File: config.mk
export PLATFORM = sky130hd
export DESIGN_NAME = ptc32_top
export DESIGN_NICKNAME = d
export VERILOG_FILES = /design/src/inc/ptc32_pkg.sv /design/src/core/ptc32_top.sv
export SDC_FILE = /design/constraint.sdc
export NUM_CORES = 1
export LEC_CHECK = 0
export BUFFER_PORTS_ARGS = -buffer_cell sky130_fd_sc_hd__buf_4
export CORE_UTILIZATION = 35
export DETAILED_ROUTE_END_ITERATION = 6
export PLACE_DENSITY = 0.57
export SLEW_MARGIN = 20
export SYNTH_ARGS = -nofsm -noshare
export SYNTH_HDL_FRONTEND = slang
export SYNTH_SLANG_ARGS = --single-unit
File: constraint.sdc
create_clock -name sys_clk -period 13.2 [get_ports sys_clk]
set_input_delay 2.64 -clock sys_clk [delete_from_list [all_inputs] [get_ports sys_clk]]
set_output_delay 2.64 -clock sys_clk [all_outputs]
set_load 0.1 [all_outputs]
File: src/inc/ptc32_pkg.sv
// Purpose: shared constants and carrier types of the paged translation checker
// Assumes: 32-bit virtual addresses, 34-bit physical addresses, 4-byte table entries
// Notes:   register offsets are byte addresses on a 32-bit APB slave
package ptc32_pkg;
   // ==========================================================================
   // address geometry
   localparam int PTC_VA_W   = 32;
   localparam int PTC_PA_W   = 34;
   localparam int PTC_PPN_W  = 22;
   localparam int PTC_OFS_W  = 12;
   localparam int PTC_IDX1_LO = 22;
   localparam int PTC_IDX0_LO = 12;
   localparam int PTC_APB_AW = 12;

   // ==========================================================================
   // table entry layout
   localparam int PTE_V       = 0;
   localparam int PTE_R       = 1;
   localparam int PTE_W       = 2;
   localparam int PTE_X       = 3;
   localparam int PTE_U       = 4;
   localparam int PTE_G       = 5;
   localparam int PTE_A       = 6;
   localparam int PTE_D       = 7;
   localparam int PTE_PPN_LO  = 10;
   localparam int PTE_PPN1_LO = 20;
   localparam logic [31:0] PTE_A_MASK = 32'h0000_0040;
   localparam logic [31:0] PTE_D_MASK = 32'h0000_0080;

   // ==========================================================================
   // register map
   localparam logic [11:0] REG_CTRL     = 12'h000;
   localparam logic [11:0] REG_ROOT     = 12'h004;
   localparam logic [11:0] REG_STATUS   = 12'h008;
   localparam logic [11:0] REG_FAULT_VA = 12'h00C;
   localparam int CTRL_PAGED_BIT  = 0;
   localparam int CTRL_PERMIT_BIT = 1;
   localparam int CTRL_HWAD_BIT   = 2;
   localparam logic        CTRL_PAGED_RST  = 1'b0;
   localparam logic        CTRL_PERMIT_RST = 1'b0;
   localparam logic        CTRL_HWAD_RST   = 1'b0;
   localparam logic [21:0] ROOT_RST        = 22'h00_0000;

   // ==========================================================================
   // carriers
   typedef enum logic [2:0] {ACC_FETCH, ACC_LOAD, ACC_LOAD_RSV, ACC_STORE, ACC_STORE_COND, ACC_AMO} ptc_acc_t;
   typedef enum logic [1:0] {PRIV_U, PRIV_S, PRIV_M} ptc_priv_t;
   typedef enum logic [1:0] {FLT_NONE, FLT_FETCH, FLT_LOAD, FLT_STORE} ptc_fault_t;

   typedef struct packed {
      logic [31:0] vaddr;
      ptc_acc_t    acc;
      ptc_priv_t   priv;
      logic        spec;
   } ptc_req_t;

   typedef struct packed {
      logic [33:0] paddr;
      ptc_fault_t  fault;
      logic        global_map;
      logic        spec_blocked;
      logic        rsv_hit;
   } ptc_rsp_t;

   typedef struct packed {
      logic [33:0] addr;
      logic        write;
      logic [31:0] wdata;
      logic [31:0] cmp;
   } ptc_mem_req_t;
endpackage

File: src/core/ptc32_top.sv
// Purpose: two-level page walker and permission checker for the paged 32-bit scheme
// Assumes: one request in flight; page-table memory answers with mem_ack and a compare result
// Notes:   no translation cache; every translated request walks from the root
// Function
// - split address into 20-bit page number, 12-bit offset
// - walk two levels when paged scheme selected, except for machine-mode requests
// - 1024 four-byte entries, root from root register
// - zero-extend physical address to machine width
// - translation off passes address, zero-extended
// - invalid entry ends walk in fault
// - rwx zero means pointer, else leaf
// - invalid, write-only or reserved bits fault
// - pointer at last level faults
// - fetch needs execute permission
// - load and reserved load need read
// - stores and atomics need write, never load fault
// - user needs user bit; supervisor needs permit
// - supervisor never fetches from user page
// - global pointer makes lower mappings global
// - software field is ignored
// - fault scheme: missing accessed/dirty faults
// - hardware scheme sets bits by atomic compare
// - dirty set only for non-speculative stores
// - answer only after entry update is done
// - accessed and dirty bits never cleared
// - first-level leaf is megapage, must align
// - pointer dirty/accessed/user bits are reserved
// - megapage low segment comes from address
// - reservation set is one 4 KiB page
`timescale 1ns/10ps
module ptc32_top
   import ptc32_pkg::*;
(
   input  wire logic                    sys_clk,
   input  wire logic                    rst,
   input  wire logic                    psel,
   input  wire logic                    penable,
   input  wire logic                    pwrite,
   input  wire logic [11:0]             paddr,
   input  wire logic [31:0]             pwdata,
   output logic      [31:0]             prdata,
   output logic                         pready,
   output logic                         pslverr,
   input  wire logic                    req_valid,
   output logic                         req_ready,
   input  wire ptc32_pkg::ptc_req_t     req,
   output logic                         rsp_valid,
   output ptc32_pkg::ptc_rsp_t          rsp,
   output logic                         mem_req_valid,
   output ptc32_pkg::ptc_mem_req_t      mem_req,
   input  wire logic                    mem_ack,
   input  wire logic [31:0]             mem_rdata,
   input  wire logic                    mem_cas_fail
);
   import ptc32_pkg::*;

   typedef enum logic [2:0] {ST_IDLE, ST_READ, ST_CHECK, ST_UPDATE, ST_DONE} ptc_state_t;

   ptc_state_t  state;
   ptc_state_t  next_state;
   ptc_req_t    req_q;
   logic        lvl;
   logic [31:0] pte_q;
   logic        g_acc;
   ptc_rsp_t    rsp_q;
   logic        paged_en;
   logic        permit;
   logic        hwad;
   logic [21:0] root_ppn;
   logic        rsv_valid;
   logic [21:0] rsv_ppn;
   logic [15:0] fault_count;
   ptc_fault_t  last_fault;
   logic [31:0] fault_va;
   logic [31:0] prdata_q;
   ptc_mem_req_t mem_q;

   function automatic logic acc_is_write(input ptc_acc_t a);
      return (a == ACC_STORE) || (a == ACC_STORE_COND) || (a == ACC_AMO);
   endfunction

   function automatic ptc_fault_t fault_of(input ptc_acc_t a);
      if (a == ACC_FETCH) begin
         return FLT_FETCH;
      end else if (acc_is_write(a)) begin
         return FLT_STORE;   // atomics land here, never as load faults
      end
      return FLT_LOAD;
   endfunction

   // ==========================================================================
   // entry decode; software field bits 9:8 are never looked at
   logic        e_v, e_r, e_w, e_x, e_u, e_g, e_a, e_d;
   logic        e_ptr;
   logic        e_bad;
   logic        perm_ok;
   logic        priv_ok;
   logic        mega_mis;
   logic        need_a;
   logic        need_d;
   logic        chk_fault;
   logic        chk_blocked;
   logic        chk_update;
   logic [33:0] chk_paddr;
   logic        bare_now;
   logic [33:0] cand_paddr;
   logic        rsv_hit_now;

   assign e_v = pte_q[PTE_V];
   assign e_r = pte_q[PTE_R];
   assign e_w = pte_q[PTE_W];
   assign e_x = pte_q[PTE_X];
   assign e_u = pte_q[PTE_U];
   assign e_g = pte_q[PTE_G];
   assign e_a = pte_q[PTE_A];
   assign e_d = pte_q[PTE_D];
   assign e_ptr = !e_r && !e_w && !e_x;
   // reserved pointer bits and write-without-read count as malformed
   assign e_bad = !e_v || (e_w && !e_r) || (e_ptr && (e_d || e_a || e_u));

   always_comb begin
      perm_ok = 1'b0;
      case (req_q.acc)
         ACC_FETCH:                 perm_ok = e_x;
         ACC_LOAD, ACC_LOAD_RSV:    perm_ok = e_r;
         default:                   perm_ok = e_w;
      endcase
   end

   always_comb begin
      if (req_q.priv == PRIV_U) begin
         priv_ok = e_u;
      end else if (e_u) begin
         priv_ok = permit && (req_q.acc != ACC_FETCH);
      end else begin
         priv_ok = 1'b1;
      end
   end

   assign mega_mis = lvl && (pte_q[PTE_PPN1_LO-1:PTE_PPN_LO] != 10'h000);
   assign need_a = !e_a;
   assign need_d = acc_is_write(req_q.acc) && !e_d;
   assign chk_fault = e_bad || (e_ptr && !lvl) || (!e_ptr && (!perm_ok || !priv_ok || mega_mis))
                      || (!e_ptr && (need_a || need_d) && !hwad);
   // with hwad set, a speculative store may not mark the page dirty, so it stops without a fault
   assign chk_blocked = !chk_fault && !e_ptr && need_d && req_q.spec;
   assign chk_update = !chk_fault && !chk_blocked && !e_ptr && (need_a || need_d);

   always_comb begin
      if (lvl) begin
         chk_paddr = {pte_q[31:PTE_PPN1_LO], req_q.vaddr[PTC_IDX1_LO-1:0]};
      end else begin
         chk_paddr = {pte_q[31:PTE_PPN_LO], req_q.vaddr[PTC_OFS_W-1:0]};
      end
   end

   assign bare_now = !paged_en || (req.priv == PRIV_M);
   assign cand_paddr = (state == ST_IDLE) ? {2'b00, req.vaddr} : chk_paddr;
   assign rsv_hit_now = rsv_valid && (rsv_ppn == cand_paddr[33:PTC_OFS_W]);

   // ==========================================================================
   // walk sequencer
   always_comb begin
      next_state = state;
      case (state)
         ST_IDLE: begin
            if (req_valid) begin
               next_state = bare_now ? ST_DONE : ST_READ;
            end
         end
         ST_READ: begin
            if (mem_ack) begin
               next_state = ST_CHECK;
            end
         end
         ST_CHECK: begin
            if (chk_fault || chk_blocked) begin
               next_state = ST_DONE;
            end else if (e_ptr) begin
               next_state = ST_READ;
            end else if (chk_update) begin
               next_state = ST_UPDATE;
            end else begin
               next_state = ST_DONE;
            end
         end
         ST_UPDATE: begin
            if (mem_ack) begin
               // entry changed under us: reread it and check it again
               next_state = mem_cas_fail ? ST_READ : ST_DONE;
            end
         end
         ST_DONE: next_state = ST_IDLE;
         default: next_state = ST_IDLE;
      endcase
   end

   always_ff @(posedge sys_clk or posedge rst) begin
      if (rst) begin
         state <= ST_IDLE;
      end else begin
         state <= next_state;
      end
   end

   always_ff @(posedge sys_clk or posedge rst) begin
      if (rst) begin
         req_q <= '0;
         lvl   <= 1'b1;
         g_acc <= 1'b0;
         pte_q <= 32'h0000_0000;
      end else begin
         if (state == ST_IDLE && req_valid) begin
            req_q <= req;
            lvl   <= 1'b1;
            g_acc <= 1'b0;
         end
         if ((state == ST_READ) && mem_ack) begin
            pte_q <= mem_rdata;
         end
         if (state == ST_CHECK && !chk_fault && e_ptr) begin
            lvl   <= 1'b0;
            g_acc <= g_acc | e_g;
         end
      end
   end

   // ==========================================================================
   // page-table memory port
   always_ff @(posedge sys_clk or posedge rst) begin
      if (rst) begin
         mem_q <= '0;
      end else begin
         if (state == ST_IDLE && req_valid && !bare_now) begin
            mem_q.addr  <= {root_ppn, req.vaddr[31:PTC_IDX1_LO], 2'b00};
            mem_q.write <= 1'b0;
         end else if (state == ST_CHECK && !chk_fault && e_ptr && lvl) begin
            mem_q.addr  <= {pte_q[31:PTE_PPN_LO], req_q.vaddr[PTC_IDX1_LO-1:PTC_IDX0_LO], 2'b00};
            mem_q.write <= 1'b0;
         end else if (state == ST_CHECK && chk_update) begin
            mem_q.write <= 1'b1;
            mem_q.cmp   <= pte_q;
            // only ever or-in bits, so software alone clears them
            mem_q.wdata <= pte_q | PTE_A_MASK | (need_d ? PTE_D_MASK : 32'h0000_0000);
         end else if (state == ST_UPDATE && mem_ack) begin
            mem_q.write <= 1'b0;
         end
      end
   end

   assign mem_req_valid = (state == ST_READ) || (state == ST_UPDATE);
   assign mem_req = mem_q;

   // ==========================================================================
   // answer to the pipeline
   always_ff @(posedge sys_clk or posedge rst) begin
      if (rst) begin
         rsp_q <= '0;
      end else if (state == ST_IDLE && req_valid && bare_now) begin
         rsp_q.paddr        <= cand_paddr;
         rsp_q.fault        <= FLT_NONE;
         rsp_q.global_map   <= 1'b0;
         rsp_q.spec_blocked <= 1'b0;
         rsp_q.rsv_hit      <= rsv_hit_now && (req.acc == ACC_STORE_COND);
      end else if (state == ST_CHECK && (chk_fault || chk_blocked || !e_ptr)) begin
         rsp_q.paddr        <= (chk_fault || chk_blocked) ? 34'h0_0000_0000 : chk_paddr;
         rsp_q.fault        <= chk_fault ? fault_of(req_q.acc) : FLT_NONE;
         rsp_q.global_map   <= g_acc | e_g;
         rsp_q.spec_blocked <= chk_blocked;
         rsp_q.rsv_hit      <= rsv_hit_now && (req_q.acc == ACC_STORE_COND) && !chk_fault;
      end
   end

   assign req_ready = (state == ST_IDLE);
   assign rsp_valid = (state == ST_DONE);
   assign rsp = rsp_q;

   // a reservation covers the whole naturally aligned page
   always_ff @(posedge sys_clk or posedge rst) begin
      if (rst) begin
         rsv_valid <= 1'b0;
         rsv_ppn   <= 22'h00_0000;
      end else if (state == ST_DONE && rsp_q.fault == FLT_NONE && !rsp_q.spec_blocked) begin
         if (req_q.acc == ACC_LOAD_RSV) begin
            rsv_valid <= 1'b1;
            rsv_ppn   <= rsp_q.paddr[33:PTC_OFS_W];
         end else if (req_q.acc == ACC_STORE_COND) begin
            rsv_valid <= 1'b0;
         end
      end
   end

   // ==========================================================================
   // fault bookkeeping visible to software
   always_ff @(posedge sys_clk or posedge rst) begin
      if (rst) begin
         fault_count <= 16'h0000;
         last_fault  <= FLT_NONE;
         fault_va    <= 32'h0000_0000;
      end else if (state == ST_DONE && rsp_q.fault != FLT_NONE) begin
         fault_count <= fault_count + 16'h0001;
         last_fault  <= rsp_q.fault;
         fault_va    <= req_q.vaddr;
      end
   end

   // ==========================================================================
   // APB slave, zero wait states, read data captured in the setup cycle
   logic apb_setup;
   logic apb_access;
   logic apb_mapped;

   assign apb_setup  = psel && !penable;
   assign apb_access = psel && penable;
   assign apb_mapped = (paddr == REG_CTRL) || (paddr == REG_ROOT) || (paddr == REG_STATUS)
                       || (paddr == REG_FAULT_VA);

   always_ff @(posedge sys_clk or posedge rst) begin
      if (rst) begin
         paged_en <= CTRL_PAGED_RST;
         permit   <= CTRL_PERMIT_RST;
         hwad     <= CTRL_HWAD_RST;
         root_ppn <= ROOT_RST;
      end else if (apb_access && pwrite) begin
         // mode changes apply to the next request taken; permit and hwad are read when the entry is checked
         if (paddr == REG_CTRL) begin
            paged_en <= pwdata[CTRL_PAGED_BIT];
            permit   <= pwdata[CTRL_PERMIT_BIT];
            hwad     <= pwdata[CTRL_HWAD_BIT];
         end
         if (paddr == REG_ROOT) begin
            root_ppn <= pwdata[PTC_PPN_W-1:0];
         end
      end
   end

   always_ff @(posedge sys_clk or posedge rst) begin
      if (rst) begin
         prdata_q <= 32'h0000_0000;
      end else if (apb_setup) begin
         case (paddr)
            REG_CTRL:     prdata_q <= {29'h0000_0000, hwad, permit, paged_en};
            REG_ROOT:     prdata_q <= {10'h000, root_ppn};
            REG_STATUS:   prdata_q <= {fault_count, 10'h000, rsv_valid, last_fault, lvl,
                                       g_acc, (state != ST_IDLE)};
            REG_FAULT_VA: prdata_q <= fault_va;
            default:      prdata_q <= 32'h0000_0000;
         endcase
      end
   end

   assign prdata  = prdata_q;
   assign pready  = 1'b1;
   assign pslverr = apb_access && !apb_mapped;
endmodule

# Word level (Yosys, flattened, before mapping)
# Cells that the tools add are included.
# op_classes
n_div,0
bitwise_logic,4
n_eq_ne,18
n_reduce_logical,96
addsub,1
n_mux,38
shift,0
n_lt_le_gt_ge,0
n_mul,0
# ops
op,n
$pmux 32 s4,1
$mux 34,3
$mux 39,2
$logic_and 1x1->1,38
$mux 35,1
$or 32x8->32,1
$eq 12x4->1 const B,2
$mux 3,8
$eq 22x22->1,1
$mux 22,1
$logic_or 1x1->1,19
$logic_not 1->1,18
$add 16x1->16 const B,1
$mux 1,15
$eq 12x3->1 const B,1
$eq 3x2->1 const B,4
$eq 3x3->1 const B,4
$logic_not 12->1,1
$pmux 3 s4,1
$reduce_bool 10->1,1
$reduce_bool 2->1,5
$mux 2,4
$mux 8,1
$reduce_and 2->1,4
12 further kinds,20
# word_totals
input_bits,122
latch_bits,0
rom_bits,0
ramBits,0
ff_bits,343
memories,0

# Logic depth before layout (Yosys ltp)
# logic_depth
word_depth,23
ltp_mapped,10

# Worst setup path after synthesis
# OpenSTA, ideal clock, no wires.
# synth_timing
kind,input -> output
start,input port paddr[6]
end,output port pslverr
path_stages,4
setup_slack_ns,6.668
arrival_time_ns,3.892
cell_sequence,nor4_1 > nand3_1 > clkbuf_1 > and3_1
# synth_between
elab_chain_cells,6
# synth_lines
element,line_no,source
start: declaration,ptc32_top.sv:39,"input wire logic [11:0] paddr,"
$eq 12x3->1 or $logic_not 12->1 (tied branches),ptc32_top.sv:315,assign apb_mapped = (paddr == REG_CTRL) || (paddr == REG_ROOT) || (paddr == REG_STATUS)
$logic_or 1x1->1 (2 in a row),ptc32_top.sv:315,
$logic_or 1x1->1 (*),ptc32_top.sv:316,|| (paddr == REG_FAULT_VA);
$logic_not 1->1 (*),ptc32_top.sv:354,assign pslverr = apb_access && !apb_mapped;
$logic_and 1x1->1 (*),ptc32_top.sv:354,
end: declaration,ptc32_top.sv:43,"output logic pslverr,"
# Mark *: on every way between the ends. The rest lies on a longest branch, timed or not.

# Worst setup path in the final report
# layout_timing
start,input port paddr[1]
end,output port pslverr
# Same word-level chain as after synthesis.

==> run summary <==
====================================================================================
Number of I/O pins                                                               297
Number of resized instances in the post-cts repair step                            0
Clk_lat worst skew                                                           0.53 ns
Number of enable-type register cells in the synthesized netlist                    0
Final Slew Violations                                                              0
Pin count of the biggest net entering global routing                             125
Clock buffer count from CTS                                                       37
Worst endpoint required time                                                10.56 ns
R2R Setup Slk                                                                9.74 ns
Number of hold violations in the final report                                      0
Wire length of the first global-routing pass                                65400 µm
Reg-to-reg critical path endpoint                                             rsp[0]
Placed wire-length estimate                                                 30300 µm
Placeable Area                                                            0.0386 mm²
List of cells traversed by the critical path                            buf_4, nor4_1, nand3_1, and3_1, buf_4
Post-layout instance count excluding filler cells                               1949
Clock root buffer                                                       sky130_fd_sc_hd__clkbuf_16
Grt ovf                                                                            0
Average cell area after synthesis                                           11.8 µm²
Launch point of the worst hold path                                     fault_count[15]
Final net count                                                                 1523
Layout overhead on the synthesized area                                        27.2%
CP delay by family, top                                                 simple AND/OR/NAND/NOR gates
Setup CP Type                                                           input port to output pin
Worst r2r src                                                               state[0]
Hold Crit Depth                                                                    1
Busiest metal layer after global routing                                        met2
Tcrit/Tclk final                                                               50.7%
Total Routing Usage GR                                                         21.5%
CTS tree                                                                         yes
Htree depth                                                                        2
Worst setup EP type                                                       output pin
Routed via count                                                                9909
Antenna violations before repair                                                   2
Placement row count                                                               72
Effective utilization at floorplan                                             35.5%
Detailed-routing iteration count for the pre-antenna-repair pass                   5
CP max-delay cell                                                       sky130_fd_sc_hd__nand3_1
Worst hold path type                                                    flop to flop
Final wirelength                                                            42700 µm
Grt met2 use                                                                   34.1%
Wire per inst                                                                21.9 µm
Die Wd                                                                        200 µm
Register bit count reported by yosys                                             311
Maximum single-stage delay on the critical path                              0.44 ns
Port Buf Inserts                                                                 283
Clock Tree Buf Depth                                                               3
Setup repair after global routing missed its margin                            false
Worst path arrival time                                                      4.05 ns
MaxCap Viol Count                                                                  0
Count of nets left with antenna violations after detail routing                    0
Cell count after synthesis                                                      1167
Met3 track demand over resource in global routing                              5.39%
Clock slew seen by the registers of the worst setup and hold paths           0.06 ns
Share of layout cells above drive strength 1                                   39.7%
Upper clock frequency limit                                                  149 MHz
Final hold slack                                                            0.466 ns
Post-placement cell count                                                       1879
Power per standard cell area                                              158 mW/mm²
End of the worst hold path                                              fault_count[15]
DRC marker count from the first detailed-route iteration                         670
Least-Margin Pin Slew                                                        1.12 ns
Post-synthesis cell type count                                                    64
Worst IR Drop VDD                                                          0.0900 mV
Vias per cell                                                                   5.08
Final cell utilization of the core                                             45.2%
Proportion of synthesized flip-flops having asynchronous set or reset           100%
Post-layout min period                                                       6.69 ns
Result of the run                                                       complete, no violations
Vias in the first global route                                                 10100
Finish-stage setup viols                                                           0
Primary flip-flop cell chosen by synthesis mapping                      sky130_fd_sc_hd__dfrtp_1
Total negative setup slack                                                      0 ns
Relative slew slack                                                            24.5%
Number of sinks handled by clock tree synthesis                                  311
Met1 Resource Use GR                                                           29.2%
Final RePlAce weighted congestion                                              0.824
Sequential-to-total area share from yosys stat                                 56.7%
Maximum clock skew at final layout                                         0.0152 ns
# Post-CTS Setup Buffers                                                           0
Most Frequent Cell on Critical Path                                     sky130_fd_sc_hd__buf_4
Crit path buffers/inverters                                                        2
Area of the die                                                           0.0400 mm²
DRC violation count after routing                                                  0
Hold-fix buffers at CTS                                                            0
Largest fanout of any net on the critical path                                    12
Category of the worst setup path launch point                             input port
Combined area of all synthesized cells                                    0.0137 mm²
Number of warnings issued by yosys                                                 0
Die height                                                                    200 µm
Worst Reg-to-Reg Cells                                                             7
Total leakage power                                                          8.50 nW
Filler cell count                                                               3657
====================================================================================
==> logic make-up after synthesis <==
| family | synth area share (%) |
|---|---|
| simple gates | 9.04 |
| compound gates | 8.67 |
| buf+inv | 4.74 |
| other cells | 0.0547 |
| mux | 18.4 |
| xor+xnor | 2.36 |
| flops | 56.7 |
| fa+ha+maj | 0.0911 |
==> synthesized netlist by cell type, types with 3 or more instances <==
cell / number / area (µm²)
sky130_fd_sc_hd__nand2_1: 141 / 529
sky130_fd_sc_hd__a22oi_1: 32 / 240
sky130_fd_sc_hd__mux2_2: 181 / 2040
sky130_fd_sc_hd__and3_1: 6 / 37.5
sky130_fd_sc_hd__buf_1: 7 / 26.3
sky130_fd_sc_hd__nor3_1: 11 / 55.1
sky130_fd_sc_hd__o22ai_1: 3 / 18.8
sky130_fd_sc_hd__xnor2_1: 21 / 184
sky130_fd_sc_hd__inv_1: 25 / 93.8
sky130_fd_sc_hd__nand3_1: 10 / 50.1
sky130_fd_sc_hd__nand2b_1: 4 / 25.0
sky130_fd_sc_hd__mux4_2: 3 / 67.6
sky130_fd_sc_hd__a31oi_1: 32 / 200
sky130_fd_sc_hd__or3_1: 5 / 31.3
sky130_fd_sc_hd__dfrtp_1: 310 / 7760
sky130_fd_sc_hd__nor2_1: 56 / 210
sky130_fd_sc_hd__buf_4: 34 / 255
sky130_fd_sc_hd__nor4_1: 13 / 81.3
sky130_fd_sc_hd__a22o_1: 3 / 26.3
sky130_fd_sc_hd__o21ai_0: 41 / 205
sky130_fd_sc_hd__nor2b_1: 3 / 18.8
sky130_fd_sc_hd__nand4_1: 10 / 62.6
sky130_fd_sc_hd__mux2i_1: 42 / 420
sky130_fd_sc_hd__a21oi_1: 24 / 120
sky130_fd_sc_hd__xor2_1: 16 / 140
sky130_fd_sc_hd__o21ai_1: 18 / 90.1
sky130_fd_sc_hd__a221o_1: 5 / 50.1
sky130_fd_sc_hd__or2_2: 3 / 18.8
sky130_fd_sc_hd__buf_2: 10 / 50.1
sky130_fd_sc_hd__o31ai_1: 10 / 75.1
sky130_fd_sc_hd__clkbuf_1: 49 / 184
==> worst register-to-register path, delay by kind of cell (launching register included) <==
family / cells / cell delay, ns
AOI/OAI and AO/OA: 1 / 0.22
xor gates and xnor gates: 1 / 0.21
buffers and inverters: 1 / 0.64
DFF: 1 / 0.63
muxes: 1 / 0.33
and+or+nand+nor: 3 / 1.38
==> power breakdown <==
group          switching [W]  total, W  internal [W]  leakage [nW]
sequential          0.000102   0.00116       0.00106          3.92
combinational       0.000290  0.000465      0.000176          3.91
clock               0.000413   0.00113      0.000713         0.673
total               0.000804   0.00275       0.00195          8.50
==> area by class of cell <==
type / count / area (µm²) / share of cell area [%]
Antenna cell: 2 / 5.00 / 0.0286
Clock buffer: 52 / 1120 / 6.44
Clock inverter: 16 / 243 / 1.39
Tap cell: 518 / 648 / 3.71
Sequential cell: 311 / 7780 / 44.5
Inverter: 26 / 105 / 0.601
Timing Repair Buffer: 296 / 2220 / 12.7
Multi-Input combinational cell: 728 / 5350 / 30.6
==> per-layer routing <==
metal  wire, µm  part of all wire [%]  up-vias
met2      20000                    47      304
met1      19000                    44     4977
met3       2830                   6.6       61
met4        959                   2.2        2
met5         13                 0.030        -
li1           -                     -     4565
==> through the flow <==
step	total power (W)	area (µm²)	setup slack [ns]
after global placement	0.00164	16100	6.49
after global routing	0.00287	17500	6.38
after CTS	0.00279	17500	6.51
after detailed placement	0.00165	16100	6.51
after floorplan	0.00149	13700	1.96
final	0.00275	17500	6.51
==> worst max-delay path by stage <==
stage	startpoint	to	slack, ns	cells after the start
floorplan	rst	fault_count[0]	1.96	1
global placement	paddr[7]	pslverr	6.49	5
detailed placement	paddr[7]	pslverr	6.51	5
CTS	paddr[7]	pslverr	6.51	5
global route	paddr[7]	pslverr	6.38	5
finish	paddr[1]	pslverr	6.51	5
==> registers in the layout (all words and copies together) (netlist names) <==
signal and flops:
fault_va 32, lvl 1, rsv_ppn 22, rsv_valid 1, pte_q 32, rsp 39
permit 1, last_fault 2, state 3, paged_en 1, prdata 32, fault_count 16
root_ppn 22, hwad 1, mem_req 67, g_acc 1, req_q 38
==> placed cells by master (no fill, tap or decap), types with 24 or more instances in the layout <==
cell type	instances
sky130_fd_sc_hd__dfrtp_1	310
sky130_fd_sc_hd__buf_4	296
sky130_fd_sc_hd__mux2_2	181
sky130_fd_sc_hd__nand2_1	140
sky130_fd_sc_hd__nor2_1	55
sky130_fd_sc_hd__mux2i_1	42
sky130_fd_sc_hd__o21ai_0	41
sky130_fd_sc_hd__clkbuf_16	39
sky130_fd_sc_hd__a22oi_1	32
sky130_fd_sc_hd__a31oi_1	32
sky130_fd_sc_hd__inv_1	24
sky130_fd_sc_hd__a21oi_1	24
Note: power is estimated with default switching activity, not from simulation.
